`src/verilog/pif_regs.vh`:
```
// Register map, field positions and reset values of the peripheral interrupt flag block.
// Assumes a 32-bit APB slave with word-aligned registers; data sits in the low eight bits, thirteen for the return PC.
`ifndef PIF_REGS_VH
`define PIF_REGS_VH

// ----------------------------------------------------------------
// Register byte offsets
// ----------------------------------------------------------------
`define PIF_OFS_INTERRUPT_CONTROL     12'h000
`define PIF_OFS_PERIPHERAL_ENABLE_TWO 12'h004
`define PIF_OFS_PERIPHERAL_FLAGS_TWO  12'h008
`define PIF_OFS_EDGE_SELECT           12'h00c
`define PIF_OFS_STATUS                12'h010
`define PIF_OFS_MASK                  12'h014
`define PIF_OFS_RET_PC                12'h018
`define PIF_OFS_COMMON_RAM            12'h040
`define PIF_OFS_COMMON_RAM_END        12'h07c

// ----------------------------------------------------------------
// Fields
// ----------------------------------------------------------------
`define PIF_BIT_DESAT        7
`define PIF_BIT_CONV_DONE    6
`define PIF_BIT_UNUSED       5
`define PIF_BIT_OVERTEMP     4
`define PIF_BIT_OUT_OV       3
`define PIF_BIT_GATE_LOW     2
`define PIF_BIT_IN_OV        1
`define PIF_BIT_IN_UV        0
`define PIF_BIT_GLOBAL_EN    7
`define PIF_BIT_GROUP_EN     6
`define PIF_IMPL_MASK        8'hdf
`define PIF_SEL_OUT_OV_RISE  0
`define PIF_SEL_OUT_OV_FALL  1
`define PIF_SEL_IN_OV_RISE   2
`define PIF_SEL_IN_OV_FALL   3
`define PIF_SEL_IN_UV_RISE   4
`define PIF_SEL_IN_UV_FALL   5
`define PIF_STAT_FLAG        0
`define PIF_STAT_ENTRY       1

// ----------------------------------------------------------------
// Reset values and sizes
// ----------------------------------------------------------------
`define PIF_RST_BYTE         8'h00
`define PIF_RST_EDGE_SELECT  8'h15
`define PIF_RAM_WORDS        16
`define PIF_PC_W             13

`endif

```
`src/verilog/pif_flags.v`:
```
// Second peripheral interrupt flag register, interrupt entry and bank-common scratch RAM.
// Assumes event inputs may be asynchronous and that an APB master on core_clk_i owns the map.
// Notes on behaviour
// - The desaturation flag in bit 7 is set when the desaturation comparator signals an event.
// - The converter-done flag in bit 6 is set when a conversion completes and is clear before.
// - Bit 5 of the flag register is unimplemented and always reads zero.
// - The over-temperature flag in bit 4 is set when an over-temperature event occurs.
// - The output overvoltage flag in bit 3 is set on entry with rise select, exit with fall select.
// - The gate-drive undervoltage flag in bit 2 is set when the gate supply lockout occurs.
// - The input overvoltage flag in bit 1 is set on its selected entry or exit edge.
// - The input undervoltage flag in bit 0 is set on its selected entry or exit edge.
// - On interrupt entry only the return program counter is pushed; nothing else is saved.
// - Sixteen common RAM bytes are reachable at one address independent of bank selection.
// - Every flag is set on its event whatever its enable or the global enable holds.
// - No peripheral request reaches the core unless the peripheral group enable is set.
//
// The register addresses and the APB slave port were left to the implementer.
`timescale 1ns/100ps
`include "pif_regs.vh"

module pif_flags (
   // Clock and reset
   input  wire                      core_clk_i,
   input  wire                      reset_i,
   // APB slave
   input  wire                      psel_i,
   input  wire                      penable_i,
   input  wire                      pwrite_i,
   input  wire [11:0]               paddr_i,
   input  wire [31:0]               pwdata_i,
   output reg  [31:0]               prdata_o,
   output reg                       pready_o,
   output reg                       pslverr_o,
   // Analog monitor events, asynchronous levels
   input  wire                      desat_i,
   input  wire                      conv_done_i,
   input  wire                      overtemp_i,
   input  wire                      out_overvolt_i,
   input  wire                      gate_supply_low_i,
   input  wire                      in_overvolt_i,
   input  wire                      in_undervolt_i,
   // Core side
   input  wire                      irq_ack_i,
   input  wire [`PIF_PC_W-1:0]      core_pc_i,
   output reg                       core_irq_o,
   output reg                       push_pc_o,
   output reg  [`PIF_PC_W-1:0]      push_pc_data_o,
   // Block interrupt
   output reg                       irq_o
);

   // ----------------------------------------------------------------
   // Registers and wires
   // ----------------------------------------------------------------
   reg  [6:0]             sync_a;
   reg  [6:0]             sync_b;
   reg  [6:0]             sync_prev;
   reg  [7:0]             interrupt_control;
   reg  [7:0]             peripheral_enable_two;
   reg  [7:0]             peripheral_flags_two;
   reg  [7:0]             edge_select;
   reg  [1:0]             status;
   reg  [1:0]             mask;
   reg  [`PIF_PC_W-1:0]   ret_pc;
   reg  [7:0]             common_ram [0:`PIF_RAM_WORDS-1];
   reg  [7:0]             event_hit;
   reg  [7:0]             next_flags;
   reg  [31:0]            next_rdata;
   reg                    next_err;
   wire                   access;
   wire                   wr;
   wire                   ram_hit;
   wire [3:0]             ram_idx;
   wire [6:0]             rise;
   wire [6:0]             fall;
   wire                   group_req;
   wire                   core_req;
   wire [1:0]             stat_set;

   assign access    = psel_i & penable_i & ~pready_o;
   assign wr        = access & pwrite_i;
   assign ram_hit   = (paddr_i >= `PIF_OFS_COMMON_RAM) && (paddr_i <= `PIF_OFS_COMMON_RAM_END)
                      && (paddr_i[1:0] == 2'b00);
   assign ram_idx   = paddr_i[5:2];
   assign rise      = sync_b & ~sync_prev;
   assign fall      = ~sync_b & sync_prev;

   // ----------------------------------------------------------------
   // Event synchronisers
   // ----------------------------------------------------------------
   always @(posedge core_clk_i or posedge reset_i) begin
      if (reset_i) begin
         sync_a    <= 7'h00;
         sync_b    <= 7'h00;
         sync_prev <= 7'h00;
      end else begin
         sync_a    <= {desat_i, conv_done_i, overtemp_i, out_overvolt_i,
                       gate_supply_low_i, in_overvolt_i, in_undervolt_i};
         sync_b    <= sync_a;
         sync_prev <= sync_b;
      end
   end

   // ----------------------------------------------------------------
   // Flag setting
   // ----------------------------------------------------------------
   always @* begin
      event_hit = 8'h00;
      event_hit[`PIF_BIT_DESAT]     = rise[6];
      event_hit[`PIF_BIT_CONV_DONE] = rise[5];
      event_hit[`PIF_BIT_OVERTEMP]  = rise[4];
      event_hit[`PIF_BIT_OUT_OV]    = (rise[3] & edge_select[`PIF_SEL_OUT_OV_RISE])
                                    | (fall[3] & edge_select[`PIF_SEL_OUT_OV_FALL]);
      event_hit[`PIF_BIT_GATE_LOW]  = rise[2];
      event_hit[`PIF_BIT_IN_OV]     = (rise[1] & edge_select[`PIF_SEL_IN_OV_RISE])
                                    | (fall[1] & edge_select[`PIF_SEL_IN_OV_FALL]);
      event_hit[`PIF_BIT_IN_UV]     = (rise[0] & edge_select[`PIF_SEL_IN_UV_RISE])
                                    | (fall[0] & edge_select[`PIF_SEL_IN_UV_FALL]);
      next_flags = peripheral_flags_two;
      if (wr && paddr_i == `PIF_OFS_PERIPHERAL_FLAGS_TWO) begin
         next_flags = pwdata_i[7:0];
      end
      next_flags = (next_flags | event_hit) & `PIF_IMPL_MASK;
   end

   assign group_req = |(peripheral_flags_two & peripheral_enable_two);
   assign core_req  = group_req & interrupt_control[`PIF_BIT_GROUP_EN]
                      & interrupt_control[`PIF_BIT_GLOBAL_EN];
   assign stat_set  = {core_req & ~core_irq_o, |event_hit};

   // ----------------------------------------------------------------
   // Register file
   // ----------------------------------------------------------------
   always @(posedge core_clk_i or posedge reset_i) begin
      if (reset_i) begin
         interrupt_control     <= `PIF_RST_BYTE;
         peripheral_enable_two <= `PIF_RST_BYTE;
         peripheral_flags_two  <= `PIF_RST_BYTE;
         edge_select           <= `PIF_RST_EDGE_SELECT;
         status                <= 2'b00;
         mask                  <= 2'b00;
      end else begin
         peripheral_flags_two <= next_flags;
         if (wr && paddr_i == `PIF_OFS_INTERRUPT_CONTROL) begin
            interrupt_control <= pwdata_i[7:0];
         end
         if (wr && paddr_i == `PIF_OFS_PERIPHERAL_ENABLE_TWO) begin
            peripheral_enable_two <= pwdata_i[7:0] & `PIF_IMPL_MASK;
         end
         if (wr && paddr_i == `PIF_OFS_EDGE_SELECT) begin
            edge_select <= {2'b00, pwdata_i[5:0]};
         end
         if (wr && paddr_i == `PIF_OFS_MASK) begin
            mask <= pwdata_i[1:0];
         end
         if (wr && paddr_i == `PIF_OFS_STATUS) begin
            status <= (status & ~pwdata_i[1:0]) | stat_set;
         end else begin
            status <= status | stat_set;
         end
      end
   end

   // ----------------------------------------------------------------
   // Common scratch RAM, one array for all banks
   // ----------------------------------------------------------------
   always @(posedge core_clk_i) begin
      if (wr && ram_hit) begin
         common_ram[ram_idx] <= pwdata_i[7:0];
      end
   end

   // ----------------------------------------------------------------
   // Interrupt entry, the service routine preserves all other state
   // ----------------------------------------------------------------
   always @(posedge core_clk_i or posedge reset_i) begin
      if (reset_i) begin
         core_irq_o     <= 1'b0;
         push_pc_o      <= 1'b0;
         push_pc_data_o <= {`PIF_PC_W{1'b0}};
         ret_pc         <= {`PIF_PC_W{1'b0}};
         irq_o          <= 1'b0;
      end else begin
         core_irq_o <= core_req;
         push_pc_o  <= irq_ack_i;
         if (irq_ack_i) begin
            push_pc_data_o <= core_pc_i;
            ret_pc         <= core_pc_i;
         end
         irq_o <= |((status | stat_set) & mask);
      end
   end

   // ----------------------------------------------------------------
   // APB read and response
   // ----------------------------------------------------------------
   always @* begin
      next_rdata = 32'h0000_0000;
      next_err   = 1'b0;
      if (ram_hit) begin
         next_rdata = {24'h00_0000, common_ram[ram_idx]};
      end else begin
         case (paddr_i)
            `PIF_OFS_INTERRUPT_CONTROL:     next_rdata = {24'h00_0000, interrupt_control};
            `PIF_OFS_PERIPHERAL_ENABLE_TWO: next_rdata = {24'h00_0000, peripheral_enable_two};
            `PIF_OFS_PERIPHERAL_FLAGS_TWO:  next_rdata = {24'h00_0000, peripheral_flags_two};
            `PIF_OFS_EDGE_SELECT:           next_rdata = {24'h00_0000, edge_select};
            `PIF_OFS_STATUS:                next_rdata = {30'h0000_0000, status};
            `PIF_OFS_MASK:                  next_rdata = {30'h0000_0000, mask};
            `PIF_OFS_RET_PC:                next_rdata = {19'h0_0000, ret_pc};
            default:                        next_err   = 1'b1;
         endcase
      end
   end

   always @(posedge core_clk_i or posedge reset_i) begin
      if (reset_i) begin
         prdata_o  <= 32'h0000_0000;
         pready_o  <= 1'b0;
         pslverr_o <= 1'b0;
      end else begin
         pready_o  <= access;
         pslverr_o <= access & next_err;
         if (access && !pwrite_i) begin
            prdata_o <= next_rdata;
         end
      end
   end

endmodule // pif_flags

```
`config.mk`:
```
export PLATFORM = sky130hd
export DESIGN_NAME = pif_flags
export DESIGN_NICKNAME = d
export VERILOG_FILES = /design/src/verilog/pif_flags.v
export VERILOG_INCLUDE_DIRS = /design/src /design/src/verilog
export SDC_FILE = /design/constraint.sdc
export NUM_CORES = 1
export LEC_CHECK = 0
export ABC_AREA = 1
export CAP_MARGIN = 30
export CORE_ASPECT_RATIO = 1.4
export CORE_UTILIZATION = 50
export CTS_BUF_LIST = sky130_fd_sc_hd__clkbuf_4 sky130_fd_sc_hd__clkbuf_8
export CTS_CLUSTER_DIAMETER = 100
export DETAILED_ROUTE_END_ITERATION = 7
export DONT_BUFFER_PORTS = 1
export HOLD_SLACK_MARGIN = 0.03
export PLACE_DENSITY_LB_ADDON = 0.1
export SYNTH_ARGS = -nofsm -noshare
export SYNTH_HDL_FRONTEND = slang
export SYNTH_SLANG_ARGS = --single-unit
```
`constraint.sdc`:
```
create_clock -name core_clk_i -period 2.3 [get_ports core_clk_i]
set_clock_uncertainty 0.2 [all_clocks]
set_input_delay 0.115 -clock core_clk_i [delete_from_list [all_inputs] [get_ports core_clk_i]]
set_output_delay 0.115 -clock core_clk_i [all_outputs]
set_load 0.005 [all_outputs]
```
# Word-level counts from Yosys, hierarchy flattened
# Memory sizes are Yosys's and may differ from the RTL's.
# Cells that the tools add are included.
[classes]
mux = 8
mul = 0
shifts = 0
eq_ne = 6
reduce_logical = 17
magnitude_cmp = 2
addsub = 0
div_mod_pow = 0
bitwise = 29
[op_table]
columns = ["op", "count"]
rows = [
  ["13-bit case mux with 7 select lines", 1],
  ["12-bit by 5-bit equality test with 1-bit output (second input constant)", 3],
  ["12-bit by 4-bit equality test with 1-bit output (second input constant)", 2],
  ["7-bit OR reduction", 2],
  ["1-bit AND", 13],
  ["13-bit 2-to-1 mux", 1],
  ["12-bit by 3-bit equality test with 1-bit output (second input constant)", 1],
  ["12-bit by 7-bit >= comparator with 1-bit output (second input constant)", 1],
  ["12-bit by 7-bit less-or-equal comparator with 1-bit output (second input constant)", 1],
  ["12-bit logical NOT", 1],
  ["1-bit logical AND", 10],
  ["8-bit AND", 1],
  ["8-bit 2-to-1 mux", 1],
  ["8-bit OR", 1],
  ["8-bit OR reduction", 1],
  ["7-bit AND", 1],
  ["7-bit NOT", 1],
  ["2-bit AND", 2],
  ["4-bit AND", 1],
  ["1-bit 2-to-1 mux", 4],
  ["4-bit NOT", 1],
  ["2-bit OR", 2],
  ["1-bit OR", 3],
  ["2-bit logical NOT", 1],
  ["5 further kinds", 6],
]
[word_totals]
mem_count = 1
rom_bits = 0
latch_bits = 0
register_bits = 103
ramBits = 128
[memory_table]
columns = ["name", "depth", "width", "read_ports", "rd_clocked_by_memory_dff", "write_ports", "line", "text"]
rows = [
  ["common_ram", 16, 8, 1, 0, 1, "pif_flags.v:65", "reg [7:0] common_ram [0:`PIF_RAM_WORDS-1];"],
]

# Longest topological paths before layout
# Gate-level depths: netlist of run 1.
[depth]
word_depth = 8
mapped_depth = 13
ltp_nobuf = 12

# Worst setup path before layout of run 1
# Ideal clock, no wire load.
[synth_path]
path_type = "reg2reg"
startpoint = "reg pready_o"
endpoint = "mem common_ram[2][0] (enable)"
path_slack_ps = 210
arrival_time_ps = 1520
path_stages_with_launch = 8
path_cell_list = "dfrtp_1 -> nor2_2 -> inv_1 -> nor2_8 -> inv_1 -> nor2_4 -> nand3_2 -> nor2_1"
[synth_between]
elab_chain_len = 6
[synth_lines]
columns = ["element", "line", "text"]
rows = [
  ["start: declaration", "pif_flags.v:32", "output reg pready_o,"],
  ["start signal: assignment", "pif_flags.v:222", "pready_o <= access;"],
  ["1-bit NOT", "pif_flags.v:80", "assign access = psel_i & penable_i & ~pready_o;"],
  ["1-bit AND", "pif_flags.v:80", ""],
  ["net access", "pif_flags.v:70", "wire access;"],
  ["1-bit AND", "pif_flags.v:81", "assign wr = access & pwrite_i;"],
  ["1-bit logical AND", "pif_flags.v:168", "if (wr && ram_hit) begin"],
  ["1-bit 2-to-1 mux", "pif_flags.v:168", ""],
  ["1-bit 2-to-1 mux (implied by the code)", "pif_flags.v:169", "common_ram[ram_idx] <= pwdata_i[7:0];"],
  ["end: declaration", "pif_flags.v:65", ""],
]
# The timed path passes the listed nets, and every way through them passes these cells.

# Worst setup path in the final report of run 1
[layout_path]
startpoint = "in paddr_i[5]"
endpoint = "reg prdata_o[3]"
[layout_between]
elab_chain_len = 4
elab_cells_between_ends = 14
classes_between = "order compare: 2; eq/ne: 6; mux: 2; reduce/logical: 3; memory: 1"
[layout_lines]
columns = ["element", "line", "text"]
rows = [
  ["start: declaration", "pif_flags.v:29", "input wire [11:0] paddr_i,"],
  ["12-bit by 7-bit >= comparator with 1-bit output (no line) or 12-bit by 7-bit less-or-equal comparator with 1-bit output (tied branches)", "--", ""],
  ["1-bit logical AND (2 in a row)", "pif_flags.v:82", "assign ram_hit = (paddr_i >= `PIF_OFS_COMMON_RAM) && (paddr_i <= `PIF_OFS_COMMON_RAM_END)"],
  ["13-bit 2-to-1 mux (*)", "pif_flags.v:200", "if (ram_hit) begin"],
  ["end signal: assignment", "pif_flags.v:225", "prdata_o <= next_rdata;"],
  ["end: declaration", "pif_flags.v:31", "output reg [31:0] prdata_o,"],
]
# Mark *: on every way between the ends. The rest lies on a longest branch, timed or not.
# A chain may end at the register's enable or synchronous reset.

==> results of run 1 <==
-- metal layers --
| layer | wire, um | vias up | global-route usage, % |
|---|---|---|---|
| li1 | - | 3169 | - |
| met1 | 8450 | 3124 | 28.4 |
| met2 | 12100 | 220 | 46.0 |
| met3 | 1310 | 57 | 4.35 |
| met4 | 850 | 0 | 10.3 |
| met5 | 0 | - | 0 |
-- sequential cells by signal (all words and copies together) (netlist names), 2 cells and up --
| signal | count |
|---|---|
| interrupt_control | 8 |
| sync_prev | 7 |
| ret_pc | 13 |
| peripheral_enable_two | 7 |
| mask | 2 |
| prdata_o | 13 |
| status | 2 |
| peripheral_flags_two | 7 |
| sync_a | 7 |
| edge_select | 6 |
| sync_b | 7 |
| common_ram | 128 |
-- Yosys cell counts, types with 4 or more instances --
| cell type | n |
|---|---|
| nand2_1 | 412 |
| edfxtp_1 | 128 |
| dfrtp_1 | 81 |
| inv_1 | 46 |
| nand3_1 | 45 |
| nor2_1 | 36 |
| o21ai_0 | 33 |
| buf_4 | 20 |
| o21ai_1 | 16 |
| buf_2 | 15 |
| a21oi_1 | 9 |
| nor2_4 | 8 |
| o21ai_2 | 8 |
| buf_6 | 6 |
| nand2_4 | 6 |
| inv_2 | 5 |
| mux2_2 | 5 |
| nor2_2 | 5 |
| nor3_1 | 5 |
| clkbuf_1 | 4 |
| nand2_2 | 4 |
| nand4_1 | 4 |
-- tightest hold or removal path, stage by stage --
cell     delay, ps
nand2_1         40
nand2_1         60
nand2_1         40
nand2_1         70
nand2_1         50
nand2_1         50
o21ai_0        110
nand2_1        110
nand2_1         60
nand2_1         60
-- worst max-delay path by stage --
stage / slack [ps] / endpoint
2_1_floorplan: 210 / common_ram[2][0]
3_3_place_gp: 270 / common_ram[0][5]
3_5_place_dp: 270 / common_ram[12][0]
4_1_cts: 8 / edge_select[5]
5_1_grt: 80 / common_ram[0][5]
6_report: 160 / prdata_o[3]
-- per-stage QoR --
step | cell area [um^2] | total power [W]
after floorplan | 9300 | 0.00446
after global placement | 9460 | 0.00450
after detailed placement | 9460 | 0.00450
after CTS | 10900 | 0.00791
after global routing | 10900 | 0.00814
final | 10900 | 0.00783
-- repair_timing --
action                                  in CTS  in global routing
hold buffers                                70                  2
buffers inserted                             0                  2
endpoints found under the setup margin       0                 10
gates resized for setup                      0                  3
hold endpoints to repair                   408                  3
-- kinds of logic after synthesis --
kind of cell / synth area share (%)
buffers and inverters: 5.68
other: 0.0406
AOI/OAI and AO/OA: 4.31
muxes: 0.610
and+or+nand+nor: 24.9
DFF: 64.5
-- area by class of cell --
class                   instances  area (um^2)  share of cell area, %
clock buffers                  45          576                   5.28
clock inverters                12          111                   1.02
inverters                      54          216                   1.99
multi-input cells             628         2830                   26.0
flip-flops and latches        212         5950                   54.6
well taps                     240          300                   2.76
repair buffers                 95          916                   8.40
-- power by group --
part / leakage, nW / switching [W] / internal [W]
Combinational: 2.28 / 0.000311 / 0.000164
Sequential: 2.20 / 0.0000308 / 0.00409
Clock: 0.358 / 0.00141 / 0.00183
==> flow_summary.toml, run 1 <==
[final_layout]
final_common_cell = "nand2_1"
drive_gt1_share_pct = 12.9
syn2layout_area_growth_pct = 18.1
diodes = 0
final.fill_count = 1587
stdcell_count = 1286
fin_util_pct = 60.6
nets = 1092
final_cell_mix = "nand2_1, edfxtp_1, dfrtp_1, dlygate4sd3_1, inv_1"

[yosys]
ys_warn_count = 0
async_reset_ff_share_pct = 39.6
synth-edff-count = 128
syn_area_per_cell_um2 = 10.0
yosysUniqueCellTypes = 37
postSynthRegisterBits = 212
synth.largest_area_cell = "edfxtp_1"
syn_area_um2 = 9230
synth_top_area_share_pct = 41.7
ys_top_cells_by_area = "edfxtp_1, dfrtp_1, nand2_1"
synth_ff_type = "edfxtp_1"
ys_seq_area_share_pct = 64.5
synthCells = 922

[worst_setup_path]
reg2reg_to = "prdata_o[1]"
crit_path_end_kind = "flip-flop"
r2r.worst_path.cells = 6
cp_slowest_cell = "dlygate4sd3_1"
path_cells = "dlygate4sd3_1 -> nor2_4 -> nand2_4 -> nor2_4 -> dlygate4sd3_1 -> nand3_1 -> o21ai_1 -> nor2_1 -> nand2_1 -> nand2_1 -> nand2_1"
cp_slowest_stage_delay_ps = 690
cp_common_cell = "nand2_1"
crit_cells = 11
critical_path.startpoint = "paddr_i[5]"
path_buf_inv = 2
critical_path_class = "input port to flip-flop"
crit_arrival_ps = 2430
r2r_slack_ps = 230
path_delay_family = "buffers and inverters"
critPathMaxFanout = 13
worstSetupStartpointType = "input port"
required_ps = 2590
r2r_start = "pready_o"

[placed_design]
dpl.hpwl_mm = 14.8
place_ws_ps = 268
gp_congestion = 0.914
portBuffers = 0
place_inst = 1156

[die]
die_width_um = 117
initial_core_util_pct = 51.3
dieArea_um2 = 19000
core_area_um2 = 18000
fp.dieH_um = 163
io-pin-count = 120
num_rows = 58

[timing]
hold_violations = 0
setup_violations = 0
max-slew-margin-rel_pct = 37.9
rsz0062_at_grt = "no"
max_freq_mhz = 467
finalSetupTns_ps = 0
layout_min_cycle_time_ps = 2140
max_slew.worst_pin.slew_ps = 928
maxSlewViolCount = 0
setup_ws_ps = 159
holdWs_ps = 56.8
period_share_pct = 93.1

[detailed_routing]
wl_per_cell_um = 17.7
wl_mm = 22.7
vias = 6570
vias_per_cell = 5.11
drt-pass1-iter-count = 5
antenna_left = 0
dr.first_iter.drc_count = 440
remaining_drc_errors = 0

[power_and_ir_drop]
power_density_nw_per_um2 = 719
ir_drop_uv = 665
leakagePower_nw = 4.83

[clock_network]
insertion_delay_ps = 560
clkSinkCount = 212
cts.htree.levels = 1
numCtsBuffers = 31
cts_tree = "done"
cts_root_buf = "clkbuf_8"
clk_pin_slew_ps = 60
clockBufferDepth = 3

[grt]
grt_first_pass_wirelength_mm = 35.0
grt.overflow.total = 0
grt_pass1_vias = 6725
antenna_found_initial = 0
track_usage_pct = 25.1
grt_max_degree = 85

[min_path]
hold_class = "input port to flip-flop"
min-delay-start = "paddr_i[2]"
hold_depth = 10
hold_end = "prdata_o[0]"

[job]
maxCapViolations = 0

[status]
status = "finished clean"
Power figures use the tool's default switching activity.
==> run 2: changes to the inputs <==
- ABC_AREA: 1 -> unset
- CORE_MARGIN: unset -> 2
==> flow_summary.toml, run 2 <==
[detailed_routing]
vias_per_cell = 5.84
antenna_left = 0
vias = 4987
drt-pass1-iter-count = 4
wl_mm = 20.6
remaining_drc_errors = 0
wl_per_cell_um = 24.1
dr.first_iter.drc_count = 442

[yosys]
synth_ff_type = "edfxtp_1"
syn_area_per_cell_um2 = 16.4
postSynthRegisterBits = 212
syn_area_um2 = 8580
synth.largest_area_cell = "edfxtp_1"
synth.most_common_cell = "edfxtp_1"
ys_seq_area_share_pct = 69.3
synth_commonest_cells = "edfxtp_1, dfrtp_1, nand2_1"
yosysUniqueCellTypes = 44
synth-edff-count = 128
synth_top_area_share_pct = 44.8
async_reset_ff_share_pct = 39.6
synthCells = 523
ys_top_cells_by_area = "edfxtp_1, dfrtp_1, mux4_2"
ys_warn_count = 0

[die]
dieArea_um2 = 18200
io-pin-count = 120
die_width_um = 115
num_rows = 56
initial_core_util_pct = 51.0
fp.dieH_um = 159
core_area_um2 = 16800

[worst_setup_path]
critPathMaxFanout = 8
critical_path.startpoint = "pready_o"
critical_path_class = "flip-flop to flip-flop"
r2r_start = "pready_o"
path_buf_inv = 0
worstSetupStartpointType = "flip-flop"
r2r_slack_ps = 40
path_delay_family = "simple AND/OR/NAND/NOR gates"
cp_slowest_cell = "nand2b_1"
path_cells = "nand4b_1 -> nand2b_1 -> nor2_4 -> mux2_2"
crit_path_end_kind = "flip-flop"
cp_slowest_stage_delay_ps = 450
crit_arrival_ps = 2480
required_ps = 2520

[status]
status = "finished clean"

[grt]
grt.overflow.total = 0
antenna_found_initial = 2
track_usage_pct = 22.8
grt_first_pass_wirelength_mm = 30.8
grt_pass1_vias = 5218
grt_max_degree = 85

[final_layout]
reg_top3 = "common_ram x128, prdata_o x13, ret_pc x13"
nets = 696
stdcell_area_um2 = 10200
final.fill_count = 1272
final_cell_mix = "edfxtp_1, dfrtp_1, dlygate4sd3_1, nand2_1"
stdcell_count = 854
final_common_cell = "edfxtp_1"
drive_gt1_share_pct = 26.8
syn2layout_area_growth_pct = 18.9
largest_register_ffs = 128
largest-register = "common_ram"

[min_path]
min-delay-start = "core_pc_i[11]"
hold_class = "input port to flip-flop"

[power_and_ir_drop]
seqPwrFrac_pct = 54.3
leakagePower_nw = 3.84
power_w = 0.00771
ir_drop_uv = 527
clkPwrFrac_pct = 40.1
p_int_w = 0.00606
switchingPower_w = 0.00165
switching_share_pct = 21.4
comb_power_share_pct = 5.6
power_density_nw_per_um2 = 756

[timing]
max_freq_mhz = 443
finalSetupTns_ps = 0
setup_violations = 0
period_share_pct = 98.2
maxSlewViolCount = 0
max-slew-margin-rel_pct = 36.0
layout_min_cycle_time_ps = 2260
rsz0062_at_grt = "no"
hold_violations = 0
max_slew.worst_pin.slew_ps = 960

[clock_network]
cts_root_buf = "clkbuf_8"
cts_tree = "done"
cts.htree.levels = 1
clockBufferDepth = 3
clk_pin_slew_ps = 60
clkSinkCount = 212
numCtsBuffers = 30
insertion_delay_ps = 560

[job]
maxCapViolations = 0

[placed_design]
place_inst = 732
dpl.hpwl_mm = 13.0
place_area_um2 = 8850
portBuffers = 0
gp_congestion = 0.858
run 2: cell types whose count changed in the layout (fill, tap and decap cells not counted), moves of 7 or more:
| cell | change |
|---|---|
| nand3_1 | -15 |
| o21ai_0 | -25 |
| o21ai_2 | -8 |
| nand3b_1 | +8 |
| nor2_1 | -13 |
| a22oi_1 | +13 |
| mux2_2 | +32 |
| o21ai_1 | -14 |
| a31oi_1 | +8 |
| nand2_1 | -371 |
| dlygate4sd3_1 | -7 |
| inv_1 | -44 |
| nand2b_1 | +8 |
| mux4_2 | +36 |
run 2: metrics by stage:
step	setup WS (ps)	utilization, %	hold WS, ps
finish	41.7	60.7	62.3
global route	13.5	60.7	39.1
CTS	10.1	60.4	31.1
detailed placement	28.6	52.7	-61.2
global placement	32.8	52.7	-61.9
floorplan	146	-	-53.6
run 2: cell type report:
cell class	instances	area [um^2]	area share [%]
diodes	1	2.50	0.0245
clock buffers	48	592	5.80
clock inverters	8	65.1	0.638
inverters	2	11.3	0.110
multi-input cells	287	2440	24.0
flip-flops and latches	212	5950	58.3
well taps	203	254	2.49
repair buffers	93	883	8.66
run 2: path summary, 6_finish.rpt:
| check | cells past startpoint | end |
|---|---|---|
| worst max-delay path | 4 | interrupt_control[4] |
| worst min-delay path | 2 | ret_pc[11] |
| worst max register to register | 4 | interrupt_control[4] |
| worst min register to register | 0 | sync_b[4] |
| max in group asynchronous | 4 | edge_select[2] |
| min in group asynchronous | 4 | ret_pc[12] |
run 2: power by group through the flow:
stage | combinational, W | clock [W] | sequential (W)
2_1_floorplan | 0.000266 | 0 | 0.00423
3_3_place_gp | 0.000248 | 0 | 0.00426
3_5_place_dp | 0.000251 | 0 | 0.00426
4_1_cts | 0.000429 | 0.00317 | 0.00419
5_1_grt | 0.000465 | 0.00332 | 0.00419
6_report | 0.000432 | 0.00309 | 0.00419
run 2: cells by family after synthesis:
kind of cell	share of synthesized area [%]
buf+inv	3.27
simple gates	8.34
compound gates	3.97
other cells	0.0437
flops	69.3
mux	15.0
run 2: metal layers:
layer	vias to the layer above	wire [um]	track usage, %
met4	2	638	7.78
met5	-	11	0
li1	2185	-	-
met2	193	10800	39.4
met3	42	1580	5.10
met1	2565	7530	28.4
run 2: timing repair:
action                                  CTS  global route
endpoints found under the setup margin    0            28
resized for setup                         0             6
hold buffers                             64             0
setup buffers                             0             1
endpoints found under the hold margin   408             0
==> run 3: changes to the inputs <==
- ABC_AREA: unset -> 1
==> flow_summary.toml, run 3 (synthesis gave the netlist of run 1 again) <==
[status]
status = "finished clean"

[clock_network]
cts_tree = "done"
clockBufferDepth = 3
clk_pin_slew_ps = 60
numCtsBuffers = 34
cts.htree.levels = 2
insertion_delay_ps = 520
clkSinkCount = 212
cts_root_buf = "clkbuf_8"

[worst_setup_path]
worstSetupStartpointType = "input port"
r2r.worst_path.cells = 8
crit_path_end_kind = "flip-flop"
critical_path_class = "input port to flip-flop"
critPathMaxFanout = 5
required_ps = 2530
crit_arrival_ps = 2430

[grt]
top_usage_layer = "met2"
track_usage_pct = 25.3
grt_util_met1_pct = 27.5
grt_pass1_vias = 6680
grtUsageMet2_pct = 48.2
grt_max_degree = 54
grt_first_pass_wirelength_mm = 36.9
met3_usage_pct = 4.14
grt.overflow.total = 0
antenna_found_initial = 0

[timing]
rsz0062_at_grt = "no"
finalSetupTns_ps = 0
period_share_pct = 95.3
max_freq_mhz = 456
hold_violations = 0
layout_min_cycle_time_ps = 2190
setup_violations = 0
holdWs_ps = 36.2
maxSlewViolCount = 0
max_slew.worst_pin.slew_ps = 1020
max-slew-margin-rel_pct = 31.6

[detailed_routing]
dr.first_iter.drc_count = 391
vias_per_cell = 5.09
wl_mm = 24.2
vias = 6517
drt-pass1-iter-count = 5
antenna_left = 0
remaining_drc_errors = 0
wl_per_cell_um = 18.9

[placed_design]
portBuffers = 0
dpl.hpwl_mm = 16.0
gp_congestion = 0.924
place_inst = 1156

[power_and_ir_drop]
leakagePower_nw = 4.77
power_w = 0.00761
power_density_nw_per_um2 = 709
clkPwrFrac_pct = 39.8
p_int_w = 0.00580
switching_share_pct = 23.8
ir_drop_uv = 513
comb_power_share_pct = 6.1
switchingPower_w = 0.00181
seqPwrFrac_pct = 54.1

[die]
num_rows = 58
fp.dieH_um = 165
core_area_um2 = 18000
die_width_um = 119
initial_core_util_pct = 51.3
dieArea_um2 = 19600
io-pin-count = 120

[final_layout]
final.fill_count = 1605
fin_util_pct = 59.7
stdcell_count = 1280
drive_gt1_share_pct = 13.1
final_cell_mix = "nand2_1, edfxtp_1, dfrtp_1, dlygate4sd3_1"
syn2layout_area_growth_pct = 16.4
nets = 1084
reg_top3 = "common_ram x128, prdata_o x13, ret_pc x13"
diodes = 0
largest_register_ffs = 128
final_common_cell = "nand2_1"
largest-register = "common_ram"

[job]
maxCapViolations = 0

[min_path]
hold_class = "input port to flip-flop"
hold_depth = 8
run 3: power by group through the flow:
| stage | logic, W | registers (W) | clock network [W] |
|---|---|---|---|
| finish | 0.000465 | 0.00412 | 0.00303 |
| global route | 0.000516 | 0.00412 | 0.00326 |
| CTS | 0.000460 | 0.00412 | 0.00308 |
| detailed placement | 0.000312 | 0.00420 | 0 |
| global placement | 0.000307 | 0.00420 | 0 |
| floorplan | 0.000278 | 0.00419 | 0 |
run 3: what timing repair did:
item                                   in CTS  in global routing
setup endpoints to repair                   0                 15
gates resized for setup                     0                  2
hold buffers                               60                  0
setup buffers                               0                  2
endpoints found under the hold margin     392                  0
run 3: path summary, 6_finish.rpt:
check,end,from,slack (ps)
min in group asynchronous,core_irq_o,reset_i,530
max reg2reg,common_ram[9][6],pready_o,180
max in group asynchronous,ret_pc[7],reset_i,870
min,prdata_o[6],paddr_i[3],40
max,prdata_o[2],paddr_i[6],110
min reg2reg,sync_b[0],sync_a[0],150
run 3: area by class of cell:
type	instances	area (um^2)	share of cell area, %
multi-input combinational	628	2830	26.3
timing repair buffer	84	813	7.57
clock inverter	19	103	0.955
clock buffer	43	536	4.98
inverter	54	216	2.01
sequential	212	5950	55.4
tap	240	300	2.80
run 3: per-layer routing:
layer	up-vias	share of wire [%]	routed length, um
met2	206	55	13300
met4	0	4.0	955
met5	-	0	0
met1	3105	37	8900
met3	56	4.3	1050
li1	3150	-	-
run 3: critical path, cell delays in order:
cell           delay, ps
dlygate4sd3_1        580
nor2_4               130
nand2_4               70
dlygate4sd3_1        610
inv_4                100
nand2_4               90
nor2_4               190
nand2_1               60
o21ai_0               90
nor2_1                90
nand2_1              120
nand2_1               80
nand2_1               90
run 3: stage by stage:
step | area [um^2] | setup slack, ps
2_1_floorplan | 9300 | 210
3_3_place_gp | 9480 | 209
3_5_place_dp | 9480 | 205
4_1_cts | 10700 | 38.5
5_1_grt | 10700 | 14.9
6_report | 10700 | 109
